==> src/logic/bcs_pkg.sv <==
// Shared types and constants of the branch cycle sequencer
package bcs_pkg;

    // ************************************************************
    // Instruction lengths and fixed values
    // ************************************************************
    localparam logic [31:0] BCS_STEP_WIDE    = 32'h0000_0004;
    localparam logic [31:0] BCS_STEP_COMPACT = 32'h0000_0002;
    localparam logic [31:0] BCS_WORD_MASK    = 32'hFFFF_FFFC;
    localparam logic [31:0] BCS_HALF_MASK    = 32'hFFFF_FFFE;
    localparam logic [31:0] BCS_ADDR_RESET   = 32'h0000_0000;
    localparam logic [3:0]  BCS_LINK_REG     = 4'he;
    localparam logic [2:0]  BCS_COST_RESET   = 3'h0;
    localparam logic [1:0]  BCS_ILK_RESET    = 2'h0;

    // ************************************************************
    // Branch kinds
    // ************************************************************
    typedef enum logic [2:0] {
        BCS_K_BRANCH  = 3'h0,
        BCS_K_LINK    = 3'h1,
        BCS_K_XREG    = 3'h2,
        BCS_K_LXREG   = 3'h3,
        BCS_K_LXIMM   = 3'h4,
        BCS_K_CLINK   = 3'h5,
        BCS_K_CLXIMM  = 3'h6
    } bcs_kind_type;

    // ************************************************************
    // Command from decode and target results
    // ************************************************************
    typedef struct packed {
        logic         valid;
        bcs_kind_type kind;
        logic         compact;
        logic         prev_data;
        logic [1:0]   interlock;
        logic [31:0]  pc;
        logic [31:0]  imm_hi;
        logic [31:0]  imm_lo;
        logic [31:0]  reg_val;
    } bcs_cmd_type;

    typedef struct packed {
        logic [31:0] target;
        logic        new_compact;
        logic [31:0] hi_sum;
        logic [31:0] ret_addr;
        logic        link;
        logic        two_part;
        logic        reg_form;
    } bcs_calc_type;

endpackage

==> src/logic/bcs_sequencer.sv <==
// Branch cycle sequencer: execute cycles and fetch-side outputs of branches
// Operation
// - Cost counts execute-stage cycles only; other stages take one each.
// - Interlock cycles are charged to the producing instruction, not the branch.
// - Fetch and data controls are driven one cycle ahead of use.
// - Sequential fetch steps 4 bytes wide, 2 bytes compact.
// - Low wait gate stretches every cycle; counts are zero-wait figures.
// - Plain branch and wide linked branch take three execute cycles.
// - Cycle one computes target, prefetch happens, pending data transfer completes.
// - Cycle two fetches target; linked forms compute return address for r14.
// - Cycle three fetches target plus one length, refilling the pipe.
// - Plain branch fetches target nonsequential, then two sequential; data idle.
// - Compact linked branch is two instructions taking four cycles.
// - First half adds pc and upper offset into r14, finishes data.
// - Second half: prefetch, target fetch with return address, then target plus 2.
// - Compact linked branch fetches pc+3i sequential, then target nonsequential.
// - Exchange takes three cycles; register forms give target and state.
// - Exchange takes new state from register bit 0, immediate form goes compact; data finishes in cycle one unless interlocked.
// - Exchange fetches use new width; refill at target plus 2 or 4.
// - Exchange shows new state from cycle two; steps by new width.
// - Compact link-exchange takes four cycles, refill at target plus 4.
// - Compact link-exchange shows old state in cycles one and two, new after.
`timescale 1ns/1ns
module bcs_sequencer (
    input  wire logic                 ref_clk,
    input  wire logic                 rst_n,
    input  wire logic                 wait_state_gate,
    input  wire bcs_pkg::bcs_cmd_type cmd,
    output logic                      cmd_ready,
    output logic [31:0]               read_word_a_fetch_addr,
    output logic                      read_word_a_mem_req_n,
    output logic                      read_word_a_sequential,
    output logic                      compact_state_out,
    output logic [31:0]               data_side_addr,
    output logic                      data_mem_req_n,
    output logic                      data_sequential,
    output logic                      data_xfer_done,
    output logic                      prefetch_discard,
    output logic                      link_we,
    output logic [3:0]                link_idx,
    output logic [31:0]               link_data,
    output logic                      retire,
    output logic [2:0]                retire_cost,
    output logic                      charge_valid,
    output logic [1:0]                charge_cycles
);
    import bcs_pkg::*;

    // ************************************************************
    // State and registers
    // ************************************************************
    typedef enum logic [5:0] {
        S_IDLE = 6'b000001,
        S_ILK  = 6'b000010,
        S_HALF = 6'b000100,
        S_B1   = 6'b001000,
        S_B2   = 6'b010000,
        S_B3   = 6'b100000
    } bcs_state_type;

    bcs_state_type state_q, state_d;
    bcs_cmd_type   cmd_q, cmd_d;
    bcs_calc_type  calc_now;
    bcs_calc_type  calc_q, calc_d;
    logic [31:0]   step_old;
    logic [31:0]   step_new;
    logic [31:0]   fa_q, fa_d;
    logic          freq_n_q, freq_n_d;
    logic          fseq_q, fseq_d;
    logic          comp_q, comp_d;
    logic          xfer_q, xfer_d;
    logic          xfer_pend_q, xfer_pend_d;
    logic          disc_q, disc_d;
    logic          lwe_q, lwe_d;
    logic [31:0]   ldata_q, ldata_d;
    logic          ret_q, ret_d;
    logic [2:0]    cnt_q, cnt_d;
    logic [2:0]    cost_q, cost_d;
    logic [1:0]    ilk_q, ilk_d;
    logic          chg_q, chg_d;
    logic [1:0]    chgn_q, chgn_d;
    logic          take;

    bcs_target_calc u_calc (
        .cmd  (cmd_q),
        .calc (calc_now)
    );

    assign take     = cmd.valid && state_q == S_IDLE;
    assign step_old = cmd_q.compact ? BCS_STEP_COMPACT : BCS_STEP_WIDE;
    assign step_new = calc_q.new_compact ? BCS_STEP_COMPACT : BCS_STEP_WIDE;

    // ************************************************************
    // Next-value logic
    // ************************************************************
    always_comb begin
        state_d     = state_q;
        cmd_d       = cmd_q;
        calc_d      = calc_q;
        fa_d        = fa_q;
        freq_n_d    = freq_n_q;
        fseq_d      = fseq_q;
        comp_d      = comp_q;
        xfer_d      = xfer_q;
        xfer_pend_d = xfer_pend_q;
        disc_d      = disc_q;
        lwe_d       = lwe_q;
        ldata_d     = ldata_q;
        ret_d       = ret_q;
        cnt_d       = cnt_q;
        cost_d      = cost_q;
        ilk_d       = ilk_q;
        chg_d       = chg_q;
        chgn_d      = chgn_q;
        // Low gate holds everything, so each cycle just lasts longer
        if (wait_state_gate) begin
            xfer_d   = 1'b0;
            disc_d   = 1'b0;
            lwe_d    = 1'b0;
            ret_d    = 1'b0;
            chg_d    = 1'b0;
            freq_n_d = 1'b1;
            fseq_d   = 1'b0;
            unique case (state_q)
                S_IDLE: begin
                    if (take) begin
                        cmd_d       = cmd;
                        cnt_d       = BCS_COST_RESET;
                        xfer_pend_d = cmd.prev_data;
                        ilk_d       = BCS_ILK_RESET;
                        state_d     = S_B1;
                        if (cmd.kind == BCS_K_CLINK || cmd.kind == BCS_K_CLXIMM) begin
                            state_d = S_HALF;
                        end else if ((cmd.kind == BCS_K_XREG || cmd.kind == BCS_K_LXREG)
                                     && cmd.interlock != BCS_ILK_RESET) begin
                            state_d = S_ILK;
                        end
                    end
                end
                S_ILK: begin
                    // Stall belongs to the producer; finishes its data here
                    ilk_d = ilk_q + 2'h1;
                    if (xfer_pend_q) begin
                        xfer_d      = 1'b1;
                        xfer_pend_d = 1'b0;
                    end
                    if (ilk_q + 2'h1 == cmd_q.interlock) begin
                        chg_d   = 1'b1;
                        chgn_d  = cmd_q.interlock;
                        state_d = S_B1;
                    end
                end
                S_HALF: begin
                    calc_d   = calc_now;
                    cnt_d    = cnt_q + 3'h1;
                    lwe_d    = 1'b1;
                    ldata_d  = calc_now.hi_sum;
                    xfer_d   = xfer_pend_q;
                    xfer_pend_d = 1'b0;
                    // Sequential prefetch ahead of the second half
                    fa_d     = cmd_q.pc + step_old + step_old + step_old;
                    freq_n_d = 1'b0;
                    fseq_d   = 1'b1;
                    comp_d   = cmd_q.compact;
                    state_d  = S_B1;
                end
                S_B1: begin
                    calc_d   = calc_now;
                    cnt_d    = cnt_q + 3'h1;
                    xfer_d   = xfer_pend_q;
                    xfer_pend_d = 1'b0;
                    // Target requested one cycle ahead, nonsequential
                    fa_d     = calc_now.target;
                    freq_n_d = 1'b0;
                    fseq_d   = 1'b0;
                    comp_d   = calc_now.new_compact;
                    disc_d   = 1'b1;
                    state_d  = S_B2;
                end
                S_B2: begin
                    cnt_d    = cnt_q + 3'h1;
                    lwe_d    = calc_q.link;
                    ldata_d  = calc_q.ret_addr;
                    fa_d     = calc_q.target + step_new;
                    freq_n_d = 1'b0;
                    fseq_d   = 1'b1;
                    state_d  = S_B3;
                end
                S_B3: begin
                    // Refill fetch at target plus two lengths
                    fa_d     = calc_q.target + step_new + step_new;
                    freq_n_d = 1'b0;
                    fseq_d   = 1'b1;
                    ret_d    = 1'b1;
                    cost_d   = cnt_q + 3'h1;
                    state_d  = S_IDLE;
                end
                default: begin
                    state_d = S_IDLE;
                end
            endcase
        end
    end

    // ************************************************************
    // Registers
    // ************************************************************
    always_ff @(posedge ref_clk) begin
        if (!rst_n) begin
            state_q     <= S_IDLE;
            cmd_q       <= '0;
            calc_q      <= '0;
            fa_q        <= BCS_ADDR_RESET;
            freq_n_q    <= 1'b1;
            fseq_q      <= 1'b0;
            comp_q      <= 1'b0;
            xfer_q      <= 1'b0;
            xfer_pend_q <= 1'b0;
            disc_q      <= 1'b0;
            lwe_q       <= 1'b0;
            ldata_q     <= BCS_ADDR_RESET;
            ret_q       <= 1'b0;
            cnt_q       <= BCS_COST_RESET;
            cost_q      <= BCS_COST_RESET;
            ilk_q       <= BCS_ILK_RESET;
            chg_q       <= 1'b0;
            chgn_q      <= BCS_ILK_RESET;
        end else begin
            state_q     <= state_d;
            cmd_q       <= cmd_d;
            calc_q      <= calc_d;
            fa_q        <= fa_d;
            freq_n_q    <= freq_n_d;
            fseq_q      <= fseq_d;
            comp_q      <= comp_d;
            xfer_q      <= xfer_d;
            xfer_pend_q <= xfer_pend_d;
            disc_q      <= disc_d;
            lwe_q       <= lwe_d;
            ldata_q     <= ldata_d;
            ret_q       <= ret_d;
            cnt_q       <= cnt_d;
            cost_q      <= cost_d;
            ilk_q       <= ilk_d;
            chg_q       <= chg_d;
            chgn_q      <= chgn_d;
        end
    end

    // ************************************************************
    // Outputs
    // ************************************************************
    // Data side carries only internal cycles during branches
    assign cmd_ready         = (state_q == S_IDLE);
    assign read_word_a_fetch_addr  = fa_q;
    assign read_word_a_mem_req_n   = freq_n_q;
    assign read_word_a_sequential  = fseq_q;
    assign compact_state_out = comp_q;
    assign data_side_addr    = BCS_ADDR_RESET;
    assign data_mem_req_n    = 1'b1;
    assign data_sequential   = 1'b0;
    assign data_xfer_done    = xfer_q;
    assign prefetch_discard  = disc_q;
    assign link_we           = lwe_q;
    assign link_idx          = BCS_LINK_REG;
    assign link_data         = ldata_q;
    assign retire            = ret_q;
    assign retire_cost       = cost_q;
    assign charge_valid      = chg_q;
    assign charge_cycles     = chgn_q;
endmodule

==> src/logic/bcs_target_calc.sv <==
// Branch target, new state and return address calculation
`timescale 1ns/1ns
module bcs_target_calc (
    input  wire bcs_pkg::bcs_cmd_type  cmd,
    output bcs_pkg::bcs_calc_type      calc
);
    import bcs_pkg::*;

    logic [31:0] step;

    always_comb begin
        step             = cmd.compact ? BCS_STEP_COMPACT : BCS_STEP_WIDE;
        calc.hi_sum      = cmd.pc + cmd.imm_hi;
        calc.target      = cmd.pc + cmd.imm_hi;
        calc.new_compact = cmd.compact;
        calc.ret_addr    = (cmd.pc + step) | {31'h0, cmd.compact};
        calc.link        = 1'b0;
        calc.two_part    = 1'b0;
        calc.reg_form    = 1'b0;
        unique case (cmd.kind)
            BCS_K_BRANCH: begin
                calc.link = 1'b0;
            end
            BCS_K_LINK: begin
                calc.link = 1'b1;
            end
            BCS_K_XREG, BCS_K_LXREG: begin
                // Target and new state both come from the register
                calc.target      = cmd.reg_val & BCS_HALF_MASK;
                calc.new_compact = cmd.reg_val[0];
                calc.link        = (cmd.kind == BCS_K_LXREG);
                calc.reg_form    = 1'b1;
            end
            BCS_K_LXIMM: begin
                calc.new_compact = 1'b1;
                calc.link        = 1'b1;
            end
            BCS_K_CLINK, BCS_K_CLXIMM: begin
                // Upper part first, lower offset added to hi_sum recomputed from pc and upper offset
                calc.target   = calc.hi_sum + cmd.imm_lo;
                calc.ret_addr = (cmd.pc + step + step) | 32'h0000_0001;
                calc.link     = 1'b1;
                calc.two_part = 1'b1;
                if (cmd.kind == BCS_K_CLXIMM) begin
                    calc.target      = (calc.hi_sum + cmd.imm_lo) & BCS_WORD_MASK;
                    calc.new_compact = 1'b0;
                end
            end
            default: begin
                calc.link = 1'b0;
            end
        endcase
    end

endmodule

==> config.mk <==
export PLATFORM = sky130hd
export DESIGN_NAME = bcs_sequencer
export DESIGN_NICKNAME = d
export VERILOG_FILES = /design/src/logic/bcs_pkg.sv /design/src/logic/bcs_sequencer.sv /design/src/logic/bcs_target_calc.sv
export SDC_FILE = /design/constraint.sdc
export NUM_CORES = 1
export LEC_CHECK = 0
export BUFFER_PORTS_ARGS = -buffer_cell sky130_fd_sc_hd__buf_2
export CORE_MARGIN = 2
export CORE_UTILIZATION = 50
export CTS_BUF_LIST = sky130_fd_sc_hd__clkbuf_4
export DETAILED_ROUTE_END_ITERATION = 16
export MAX_ROUTING_LAYER = met4
export PLACE_DENSITY = 0.72
export SETUP_SLACK_MARGIN = 0.2
export SLEW_MARGIN = 10
export SYNTH_ARGS = -nofsm -noshare
export SYNTH_HDL_FRONTEND = slang
export SYNTH_SLANG_ARGS = --single-unit
==> constraint.sdc <==
create_clock -name ref_clk -period 10.5 [get_ports ref_clk]
set_input_delay 1.05 -clock ref_clk [delete_from_list [all_inputs] [get_ports ref_clk]]
set_output_delay 1.05 -clock ref_clk [all_outputs]
set_load 0.05 [all_outputs]
==> key figures, run 1 <==
Worst setup path
  – Worst flop-to-flop path startpoint: cmd_q[96]
  – CP startpoint kind: flop
  – Worst R2R End: read_word_a_fetch_addr[31]
  – Worst Path Max Fanout: 6
  – Reg-to-reg slack, setup: 4.35 ns
  – Kind of critical path: reg -> reg
  – Critical path origin: cmd_q[96]
  – Crit. End Element: flop
  – R2R depth: 20
  – CP arrival: between 6 and 7 ns
  – Crit path to: read_word_a_fetch_addr[31]
  – Req. time, crit path: 11.25 ns

Finish
  – Design area: 21,150 sq um
  – Post-Layout Cell Count: ~3,300
  – Nets: a little under 3,000
  – Synth-to-Final Area Change: 10.89%
  – Final core occ: 56.27%
  – Share of layout cells above drive strength 1: between 10% and 20%

STA
  – # setup viols final: 0
  – Slew headroom: 23.10%
  – Final min period: approximately 6.1 ns
  – Hold WS: between 0.4 and 0.5 ns
  – Ratio of final minimum period to clock period: around three fifths
  – Post-route setup slack: roughly 4.4 ns
  – Slew Limit Fails: 0
  – Setup TNS: 0 ns
  – Unrepaired setup endpoints after global routing: false
  – Peak Freq: around 160 MHz
  – Worst slew pin tran: between 1 and 1.5 ns
  – Skew final: around 0.075 ns
  – Fin. Hold Viols: 0

GRT
  – First-pass GRT wire length: 102,300 microns
  – Vias in the first global route: between 15,000 and 20,000
  – Pin count of the biggest net entering global routing: between 90 and 100
  – Gr usage total: between 30% and 40%
  – Initial antenna violation count: 1
  – GRT Residual Overflow: 0

Yosys
  – Area share of the largest cell type after synthesis: 30.34%
  – Top cells by count, synth: nand2_1, a21oi_1, dfxtp_1, nor2_1, clkbuf_1
  – Asr flop ratio synth: 0%
  – Area of the mapped netlist: approximately 19,000 sq um
  – Ys flop type: dfxtp_1
  – Post-synthesis sequential area ratio: between 30% and 40%
  – Synth Instances: between 2,000 and 3,000
  – Count leader, synth: nand2_1
  – Distinct cell type count after synthesis: between 90 and 100
  – Warnings from Yosys: 0
  – Yosys reg bits: approximately 290
  – Post-synth EDFFs: 0
  – Post-synth top area cell: dfxtp_1
  – Synth area leaders: dfxtp_1, nand2_1, a21oi_1, ha_1, xnor2_1
  – Syn avg cell area: 7.437 sq um

Status
  – Status: finished clean

Job
  – Max cap viols: 0

Clocking
  – TritonCTS clock tree: yes
  – Htree depth: 3
  – Longest Clk Path Bufs: 3
  – Post-CTS sizing: 0
  – Clock insertion delay at the later pin of the skew report: around 0.83 ns
  – Setup bufs post-CTS: 0
  – Sink Count: around 290
  – Clk slew on worst S/H paths: 0.06 ns
  – Total CTS buffers: 78
  – CTS root buf: clkbuf_4
  – CTS Hold Buffers Added: 0

Die
  – Core area: 37,580 sq um
  – Initial Utilization: 50.74%
  – I/O pin count: 255
  – Num rows: slightly above 70
  – DIE WIDTH: roughly 200 microns
  – Die Height: between 150 and 200 microns
  – Area of the die: between 30,000 and 40,000 sq um

Route
  – Vias: 19,590
  – Wirelength per Cell: about 21 microns
  – DRC: 0
  – DRT antenna net count: 0
  – Vias/cell: around 6
  – DRT iter0 DRCs: around 1,600
  – Drt total wl: 68,810 microns
  – First-pass DRT Iterations: 5

Placement
  – Worst slack at placement: between 4 and 5 ns
  – DP Area: ~20,000 sq um
  – Port bufs: between 200 and 250
  – Detail Placement HPWL: roughly 51,000 microns
  – GP Congestion: a little under 1
  – Cell count after placement: 3,150

Power and ir drop
  – P_int: around 1.8 mW
  – Net Sw Frac: between 30% and 40%
  – Leakage power: around 8.3 nW
  – Power share of the combinational group: between 15 and 20%
  – Clock share of power: a little over a third
  – IR drop worst, VDD: about 0.11 mV
  – Flop pwr share: a little over two fifths
  – Pwr dens: between 100 and 150 nW/um^2
  – Final Power: around 2.7 mW
  – NetSw: a little over 0.9 mW

Worst hold path
  – Hold Path Origin: calc_q[21]
  – Worst hold-check path type: reg -> reg
==> placed cells by master, fill, tap and decap left out, types with 21 or more instances in the layout <==
cell,netlist,final
and3_1,28,27
clkbuf_4,0,106
nor2_1,219,216
nand4_1,31,31
a221oi_1,25,25
a21oi_1,302,302
nor3_1,66,66
nand2_1,473,473
xnor2_1,104,104
buf_2,12,216
a21o_1,21,21
nand3_1,59,58
ha_1,75,75
a211oi_1,32,32
buf_4,42,21
xor2_1,69,69
o21ai_0,109,108
inv_1,47,46
dfxtp_1,289,289
conb_1,2,38
a311oi_1,29,29
==> layout make-up <==
cell class,count,area (sq um)
fillers,3648,16430
repair buffers,237,1239
clock inverters,16,117.6
multi-input cells,2065,12380
diodes,1,2.502
clock buffers,106,795.8
flip-flops and latches,289,5786
inverters,48,185.2
well taps,511,639.4
==> worst max-delay path, stage by stage (launching register included) <==
cell	delay, ns
dfxtp_1	0.39
ha_1	0.27
fa_1	0.41
a21o_1	0.17
a21oi_1	0.29
o21a_1	0.19
o41ai_1	0.15
a2111oi_0	0.99
nor3_1	0.27
or3_1	0.41
a31oi_1	0.21
xnor2_1	0.12
ha_1	0.37
and3_1	0.22
and3_1	0.19
a211oi_1	0.08
or3_1	0.37
and3_1	0.17
o31ai_1	0.52
nand2_1	0.13
a41oi_2	0.20
==> worst min-delay path by stage <==
stage / end / slack (ns) / cells after the start
after floorplan: calc_q[9] / 0.43 / 2
after global placement: calc_q[21] / 0.44 / 2
after detailed placement: calc_q[16] / 0.45 / 2
after CTS: cmd_q[126] / 0.43 / 3
after global routing: cmd_q[24] / 0.44 / 3
final: calc_q[21] / 0.45 / 2
==> flip-flops by register name, summed over array words and instances (netlist names), 2 cells and up <==
name and flops:
state_q 6, read_word_a_fetch_addr 32, charge_cycles 2, cmd_q 134, cnt_q 3, retire_cost 3, link_data 32, ilk_q 2
calc_q 66
==> power by group through the flow <==
stage                     sequential, mW  clock, mW  combinational (mW)
after global placement              1.21          0               0.505
after global routing                1.19       1.06               0.568
after floorplan                     1.20          0               0.357
final                               1.19      0.985               0.525
after detailed placement            1.21          0               0.509
after CTS                           1.19       1.01               0.512
==> per-layer routing <==
metal	GRT usage, %	vias to the layer above	share of wire [%]
met4	12.91	0	3.5
met5	-	-	0
met2	48.75	883	41
met3	10.41	128	11
met1	47.47	9184	44
li1	-	9393	-
==> kinds of logic after synthesis <==
group	Yosys count	synth area share (%)
DFF	289	30.34
AOI/OAI and AO/OA	721	24.08
buffers and inverters	246	5.827
other	2	0.03938
adders and majority gates	82	5.499
xor gates and xnor gates	175	8.117
and+or+nand+nor	1036	25.41
muxes	13	0.6824
Note: power is estimated with default switching activity, not from simulation.
==> inputs of run 2 (changes only) <==
ABC_AREA = 1   (was not set)
PLACE_DENSITY = 0.71   (was 0.72)
clock period = 6.3 ns   (was 10.5 ns; I/O delays follow)
==> run 2 against run 1 <==
Compared with the run above: wire length increased by 22%; synthesized cell count increased by 30%; final area increased by 8.0%; area after synthesis increased by 7.1%; global-route usage increased by 5.4 points; critical path type unchanged; highest routed layer unchanged.
==> key figures, run 2 <==
Power and ir drop
  – Flop pwr share: 39.9% (was 44.0%)
  – NetSw: 1.964 mW (was 0.9074 mW)
  – Clock share of power: 33.1% (was 36.5%)
  – IR drop worst, VDD: 0.1366 mV (was 0.1129 mV)
  – Pwr dens: 226.0 nW/um^2 (was 127.6 nW/um^2)
  – Power share of the combinational group: 26.9% (was 19.5%)
  – P_int: 3.198 mW (was 1.790 mW)
  – Net Sw Frac: 38.05% (was 33.64%)
  – Leakage power: 10.48 nW (was 8.307 nW)
  – Final Power: 5.162 mW (was 2.697 mW)

Worst setup path
  – CP cell instances: ha_1, a21o_1, a21boi_0, nand2_1, nand4_1, nand2_1, xor2_1, ha_1, nand2_1, nor2_1, nand2_1, o21ai_0, a21oi_1, o21ai_0, nand3_1, o21ai_0, nor2_1, a211oi_1, nand2_1, nand3_1, inv_1 (was ha_1, fa_1, a21o_1, a21oi_1, o21a_1, o41ai_1, a2111oi_0, nor3_1, or3_1, a31oi_1, xnor2_1, ha_1, and3_1, and3_1, a211oi_1, or3_1, and3_1, o31ai_1, nand2_1, a41oi_2)
  – Crit-path slowest cell: xor2_1 (was a2111oi_0)
  – CP arrival: 5.93 ns (was 6.90 ns)
  – Worst flop-to-flop path startpoint: cmd_q[100] (was cmd_q[96])
  – R2R depth: 21 (was 20)
  – Critical path depth: 21 (was 20)
  – CP startpoint kind: flop (unchanged)
  – Req. time, crit path: 7.02 ns (was 11.25 ns)
  – Worst R2R End: read_word_a_fetch_addr[13] (was read_word_a_fetch_addr[31])
  – Crit. End Element: flop (unchanged)
  – Most numerous cell on the critical path: nand2_1 (was and3_1)
  – Worst Path Max Fanout: 8 (was 6)
  – Worst path buffer plus inverter count: 1 (was 0)
  – Reg-to-reg slack, setup: 1.09 ns (was 4.35 ns)
  – Critical path origin: cmd_q[100] (was cmd_q[96])
  – Delay of the slowest critical-path stage: 0.67 ns (was 0.99 ns)
  – Kind of critical path: reg -> reg (unchanged)
  – CP top delay family: compound AO/OA/AOI/OAI gates (unchanged)
  – Crit path to: read_word_a_fetch_addr[13] (was read_word_a_fetch_addr[31])

Die
  – Initial Utilization: 50.37% (was 50.74%)
  – Core area: 40,550 sq um (was 37,580 sq um)
  – I/O pin count: 255 (unchanged)
  – DIE WIDTH: 206.1 microns (was 199.3 microns)
  – Die Height: 206.1 microns (was 199.3 microns)
  – Area of the die: 42,490 sq um (was 39,710 sq um)
  – Num rows: 74 (was 71)

Route
  – Vias: 23,800 (was 19,590)
  – Wirelength per Cell: 20.43 microns (was 21.02 microns)
  – Drt total wl: 84,260 microns (was 68,810 microns)
  – Vias/cell: 5.770 (was 5.985)
  – First-pass DRT Iterations: 6 (was 5)
  – DRT antenna net count: 0 (unchanged)
  – DRC: 0 (unchanged)
  – DRT iter0 DRCs: 2,322 (was 1,641)

Clocking
  – Clk slew on worst S/H paths: 0.06 ns (about the same)
  – Setup bufs post-CTS: 0 (unchanged)
  – CTS root buf: clkbuf_4 (unchanged)
  – Sink Count: 289 (unchanged)
  – TritonCTS clock tree: yes (unchanged)
  – Clock insertion delay at the later pin of the skew report: 0.87 ns (was 0.83 ns)
  – Total CTS buffers: 78 (unchanged)
  – Htree depth: 3 (unchanged)
  – Longest Clk Path Bufs: 3 (unchanged)

GRT
  – Initial antenna violation count: 9 (was 1)
  – Vias in the first global route: 22,010 (was 17,660)
  – GRT Residual Overflow: 0 (unchanged)
  – First-pass GRT wire length: 126,300 microns (was 102,300 microns)
  – Pin count of the biggest net entering global routing: 119 (was 92)
  – Gr usage total: 40.43% (was 34.99%)

Yosys
  – Post-synthesis sequential area ratio: 28.32% (was 30.34%)
  – Post-synth EDFFs: 0 (unchanged)
  – Yosys reg bits: 289 (unchanged)
  – Warnings from Yosys: 0 (unchanged)
  – Area share of the largest cell type after synthesis: 28.32% (was 30.34%)
  – Count leader, synth: nand2_1 (unchanged)
  – Distinct cell type count after synthesis: 54 (was 92)
  – Synth area leaders: dfxtp_1, nand2_1, nor2_1, o21ai_0, a21oi_1 (was dfxtp_1, nand2_1, a21oi_1, ha_1, xnor2_1)
  – Top cells by count, synth: nand2_1, nor2_1, o21ai_0, dfxtp_1, inv_1 (was nand2_1, a21oi_1, dfxtp_1, nor2_1, clkbuf_1)
  – Asr flop ratio synth: 0% (unchanged)
  – Synth Instances: 3,327 (was 2,564)
  – Ys flop type: dfxtp_1 (unchanged)
  – Area of the mapped netlist: 20,430 sq um (was 19,070 sq um)
  – Post-synth top area cell: dfxtp_1 (unchanged)
  – Syn avg cell area: 6.140 sq um (was 7.437 sq um)

Finish
  – Synth-to-Final Area Change: 11.82% (was 10.89%)
  – Design area: 22,840 sq um (was 21,150 sq um)
  – Post-Layout Cell Count: 4,125 (was 3,273)
  – Largest regs: cmd_q x134, calc_q x66 (unchanged)
  – Commonest non-fill, non-tap cell in the layout: nand2_1 (unchanged)
  – Largest register FFs: 134 (unchanged)
  – Commonest cells after routing, fill and taps aside: nand2_1, nor2_1, o21ai_0 (was nand2_1, a21oi_1, dfxtp_1)
  – Nets: 3,750 (was 2,937)
  – Share of layout cells above drive strength 1: 12.85% (was 14.81%)
  – Top reg by flops: cmd_q (unchanged)

STA
  – Slew headroom: 25.50% (was 23.10%)
  – Skew final: 0.05613 ns (was 0.07502 ns)
  – Slew Limit Fails: 0 (unchanged)
  – Unrepaired setup endpoints after global routing: false (unchanged)
  – Final min period: 5.212 ns (was 6.149 ns)
  – Ratio of final minimum period to clock period: 82.73% (was 58.56%)
  – Post-route setup slack: 1.088 ns (was 4.351 ns)
  – Setup TNS: 0 ns (unchanged)
  – Fin. Hold Viols: 0 (unchanged)
  – Peak Freq: 191.9 MHz (was 162.6 MHz)
  – Worst slew pin tran: 1.118 ns (was 1.152 ns)
  – # setup viols final: 0 (unchanged)

Placement
  – Worst slack at placement: 1.216 ns (was 4.341 ns)
  – Cell count after placement: 3,979 (was 3,150)
  – Detail Placement HPWL: 66,970 microns (was 51,230 microns)
  – DP Area: 21,810 sq um (was 20,230 sq um)
  – Port bufs: 216 (unchanged)
  – GP Congestion: 1.050 (was 0.9939)

Job
  – Max cap viols: 0 (unchanged)

Worst hold path
  – Worst hold-check path type: in -> reg (was reg -> reg)

Status
  – Status: finished clean (unchanged)
## run 2: cell count changes in the layout (fill, tap and decap cells not counted), moves of 89 or more
cell | before | now
nand2_1 | 473 | 730
o21ai_0 | 108 | 339
nor2_1 | 216 | 558
xnor2_1 | 104 | 15
inv_1 | 46 | 285
nand3_1 | 58 | 214
## run 2: stage by stage
step / util, % / hold slack [ns]
2_1_floorplan: - / 0.4245
3_3_place_gp: 53.78 / 0.4445
6_report: 56.33 / 0.02671
5_1_grt: 56.33 / 0.01915
3_5_place_dp: 53.78 / 0.4520
4_1_cts: 56.25 / 0.0007046
## run 2: worst register-to-register path, cell delays in order, from the launching register on
cell      delay, ns
dfxtp_1        0.54
ha_1           0.38
a21o_1         0.21
a21boi_0       0.15
nand2_1        0.18
nand4_1        0.12
nand2_1        0.06
xor2_1         0.67
ha_1           0.38
nand2_1        0.15
nor2_1         0.24
nand2_1        0.07
o21ai_0        0.63
a21oi_1        0.13
o21ai_0        0.11
nand3_1        0.11
o21ai_0        0.33
nor2_1         0.12
a211oi_1       0.28
nand2_1        0.09
nand3_1        0.07
inv_1          0.05
## run 2: power by group through the flow
stage | logic (mW) | registers, mW | clock network, mW
3_5_place_dp | 1.35 | 2.10 | 0
2_1_floorplan | 0.857 | 2.10 | 0
6_report | 1.39 | 2.06 | 1.71
5_1_grt | 1.51 | 2.07 | 1.81
3_3_place_gp | 1.33 | 2.10 | 0
4_1_cts | 1.36 | 2.06 | 1.72
## run 2: logic make-up after synthesis
group	share of synthesized area, %
AND/OR/NAND/NOR	35.10
AO/OA/AOI/OAI	19.64
buffers and inverters	9.346
flip-flops	28.32
adder cells (fa/ha/maj)	4.986
XOR/XNOR	2.572
other	0.03676
## run 2: how the worst min path moves through the flow
stage | from | slack, ns | endpoint | depth (start not counted)
2_1_floorplan | cmd_q[10] | 0.42 | cmd_q[10] | 2
3_3_place_gp | xfer_pend_q | 0.44 | data_xfer_done | 2
3_5_place_dp | cmd_q[31] | 0.45 | cmd_q[31] | 2
4_1_cts | cmd[81] | 0.0007 | cmd_q[81] | 3
5_1_grt | cmd[48] | 0.02 | cmd_q[48] | 3
6_report | cmd[83] | 0.03 | cmd_q[83] | 3
## run 2: timing repair
item / CTS / global route
endpoints found under the hold margin: 5 / 0
setup endpoints to repair: 0 / 0
hold buffers: 5 / 0
resized for setup: 0 / 0
## run 2: routing by layer
metal,up-vias,GRT usage (%),share of wire [%],routed length (microns)
met5,-,-,0,0
met4,0,22.83,6.1,5125
met3,238,7.301,8.3,7001
met2,1190,64.00,45,38140
met1,10990,48.47,40,33990
li1,11380,-,-,-
## run 2: layout make-up
| class | instances | area, sq um |
|---|---|---|
| fill | 4096 | 17710 |
| multi-input combinational | 2606 | 12910 |
| sequential | 289 | 5786 |
| timing repair buffer | 248 | 1336 |
| inverter | 309 | 1160 |
| clock buffer | 110 | 825.8 |
| tap | 532 | 665.6 |
| clock inverter | 19 | 127.6 |
| antenna | 12 | 30.03 |
==> inputs of run 3 (changes only) <==
PLACE_DENSITY = 0.74   (was 0.71)
clock period = 4.2 ns   (was 6.3 ns; I/O delays follow)
==> run 3 against run 2 <==
Compared with the run above: via count increased by 5.6%; sequential power grew 50%; critical path depth up 7; critical endpoint is now calc_q[90]; sequential share of layout area decreased by 3.4 points; clock power grew 50%.
==> key figures, run 3 (synthesized netlist as in run 2, its figures left out) <==
Placement
  – GP Congestion: 1.052 (was 1.050)
  – Worst slack at placement: -0.03534 ns (was 1.216 ns)
  – Detail Placement HPWL: 64,340 microns (was 66,970 microns)
  – DP Area: 22,900 sq um (was 21,810 sq um)
  – Port bufs: 216 (unchanged)

Clocking
  – Clock insertion delay at the later pin of the skew report: 0.86 ns (was 0.87 ns)
  – Total CTS buffers: 80 (was 78)
  – TritonCTS clock tree: yes (unchanged)
  – CTS root buf: clkbuf_4 (unchanged)
  – Clk slew on worst S/H paths: 0.06 ns (about the same)
  – Htree depth: 3 (unchanged)
  – Longest Clk Path Bufs: 3 (unchanged)
  – Sink Count: 289 (unchanged)

Worst setup path
  – R2R depth: 28 (was 21)
  – Reg-to-reg slack, setup: 0.28 ns (was 1.09 ns)
  – CP arrival: 4.59 ns (was 5.93 ns)
  – Delay of the slowest critical-path stage: 0.37 ns (was 0.67 ns)
  – Kind of critical path: reg -> reg (unchanged)
  – Req. time, crit path: 4.86 ns (was 7.02 ns)
  – Most numerous cell on the critical path: nand3_2 (was nand2_1)
  – CP startpoint kind: flop (unchanged)
  – Worst flop-to-flop path startpoint: cmd_q[64] (was cmd_q[100])
  – Worst Path Max Fanout: 5 (was 8)
  – Crit-path slowest cell: fa_2 (was xor2_1)
  – Crit. End Element: flop (unchanged)
  – Worst R2R End: calc_q[90] (was read_word_a_fetch_addr[13])

STA
  – Slew Limit Fails: 0 (unchanged)
  – Ratio of final minimum period to clock period: 93.44% (was 82.73%)
  – Peak Freq: 254.8 MHz (was 191.9 MHz)
  – Fin. Hold Viols: 0 (unchanged)
  – Worst slew pin tran: 1.062 ns (was 1.118 ns)
  – Post-route setup slack: 0.2753 ns (was 1.088 ns)
  – # setup viols final: 0 (unchanged)
  – Skew final: 0.09330 ns (was 0.05613 ns)
  – Slew headroom: 29.10% (was 25.50%)
  – Unrepaired setup endpoints after global routing: true (was false)
  – Final min period: 3.925 ns (was 5.212 ns)

Finish
  – Commonest non-fill, non-tap cell in the layout: nand2_1 (unchanged)
  – Largest regs: cmd_q x134, calc_q x66 (unchanged)
  – Final core occ: 65.36% (was 56.33%)
  – Top reg by flops: cmd_q (unchanged)
  – Commonest cells after routing, fill and taps aside: nand2_1, nor2_1, o21ai_0 (unchanged)
  – Nets: 4,032 (was 3,750)
  – Largest register FFs: 134 (unchanged)
  – Synth-to-Final Area Change: 29.75% (was 11.82%)
  – Design area: 26,510 sq um (was 22,840 sq um)
  – Share of layout cells above drive strength 1: 21.64% (was 12.85%)

Route
  – Vias: 25,140 (was 23,800)
  – DRT antenna net count: 0 (unchanged)
  – First-pass DRT Iterations: 6 (unchanged)
  – DRT iter0 DRCs: 2,823 (was 2,322)
  – Vias/cell: 5.725 (was 5.770)
  – DR top layer: met4 (unchanged)
  – Detailed route wirelength on metal3: 7369 microns (was 7001 microns)
  – Wirelength per Cell: 19.62 microns (was 20.43 microns)
  – Routed met2 length: 37,850 microns (was 38,140 microns)
  – Drt total wl: 86,190 microns (was 84,260 microns)
  – DRC: 0 (unchanged)
  – Met1 WL: 34,530 microns (was 33,990 microns)

Worst hold path
  – Hold Path Origin: cmd[100] (was cmd[83])
  – Hold path endpoint: cmd_q[100] (was cmd_q[83])
  – Worst hold-check path type: in -> reg (unchanged)
  – Hold depth: 3 (unchanged)

Power and ir drop
  – Leakage power: 11.91 nW (was 10.48 nW)
  – P_int: 5.181 mW (was 3.198 mW)
  – Flop pwr share: 37.0% (was 39.9%)
  – Net Sw Frac: 37.91% (was 38.05%)
  – Final Power: 8.344 mW (was 5.162 mW)
  – NetSw: 3.163 mW (was 1.964 mW)
  – Power share of the combinational group: 32.3% (was 26.9%)
  – IR drop worst, VDD: 0.2866 mV (was 0.1366 mV)
  – Pwr dens: 314.8 nW/um^2 (was 226.0 nW/um^2)
  – Clock share of power: 30.7% (was 33.1%)

Job
  – Max cap viols: 0 (unchanged)

GRT
  – First-pass GRT wire length: 127,600 microns (was 126,300 microns)
  – Initial antenna violation count: 2 (was 9)
  – Gr usage total: 40.53% (was 40.43%)
  – GRT Residual Overflow: 0 (unchanged)
  – Vias in the first global route: 22,900 (was 22,010)
  – Pin count of the biggest net entering global routing: 219 (was 119)

Die
  – Initial Utilization: 50.37% (unchanged)
  – DIE WIDTH: 206.1 microns (unchanged)
  – Area of the die: 42,490 sq um (unchanged)
  – Num rows: 74 (unchanged)
  – Die Height: 206.1 microns (unchanged)
  – I/O pin count: 255 (unchanged)
  – Core area: 40,550 sq um (unchanged)

Status
  – Status: finished clean (unchanged)
==> run 3: repair_timing <==
action | 4_1_cts | 5_1_grt
hold buffers | 134 | 0
endpoints found under the hold margin | 140 | 0
setup endpoints to repair | 30 | 41
buffers inserted | 0 | 16
gates resized for setup | 40 | 253
pin swaps | 2 | 73
==> run 3: power by group through the flow <==
stage | combinational (mW) | sequential [mW] | clock [mW]
2_1_floorplan | 1.29 | 3.15 | 0
3_3_place_gp | 2.25 | 3.12 | 0
3_5_place_dp | 2.26 | 3.12 | 0
4_1_cts | 2.40 | 3.06 | 2.58
5_1_grt | 2.88 | 3.10 | 2.72
6_report | 2.69 | 3.09 | 2.56
==> run 3: critical path: cells and delay by family (launching register included) <==
kind,cells,cell delay (ns)
compound gates,4,0.54
flops,1,0.34
buf+inv,4,0.57
fa+ha+maj,3,0.86
simple gates,17,1.45
==> run 3: metrics by stage <==
stage                     hold WS [ns]  instances  setup TNS, ns
after floorplan                 0.4245       3363              0
after global routing           0.06743       4392       -0.01940
final                           0.1144       4392              0
after detailed placement        0.4443       4114       -0.03534
after CTS                      0.02440       4375              0
after global placement          0.4375       4114      -0.006143
==> run 3: per-layer routing <==
| layer | vias up | GRT usage, % |
|---|---|---|
| met5 | - | - |
| met4 | 0 | 25.10 |
| met3 | 331 | 6.307 |
| met2 | 1371 | 62.20 |
| met1 | 11530 | 49.96 |
| li1 | 11910 | - |
==> run 3: worst max-delay path by stage <==
stage | endpoint | start
after global routing | read_word_a_fetch_addr[21] | cmd_q[64]
final | calc_q[90] | cmd_q[64]
after global placement | read_word_a_fetch_addr[20] | cmd_q[64]
after CTS | read_word_a_fetch_addr[31] | cmd_q[113]
after detailed placement | read_word_a_fetch_addr[25] | cmd_q[64]
after floorplan | cmd_q[105] | state_q[5]
==> run 3: cell type report <==
| class | count | area (sq um) |
|---|---|---|
| Antenna cell | 1 | 2.502 |
| Clock buffer | 108 | 810.8 |
| Clock inverter | 19 | 135.1 |
| Fill cell | 3817 | 14050 |
| Inverter | 309 | 1160 |
| Multi-Input combinational cell | 2606 | 14050 |
| Sequential cell | 289 | 5823 |
| Tap cell | 532 | 665.6 |
| Timing Repair Buffer | 528 | 3855 |
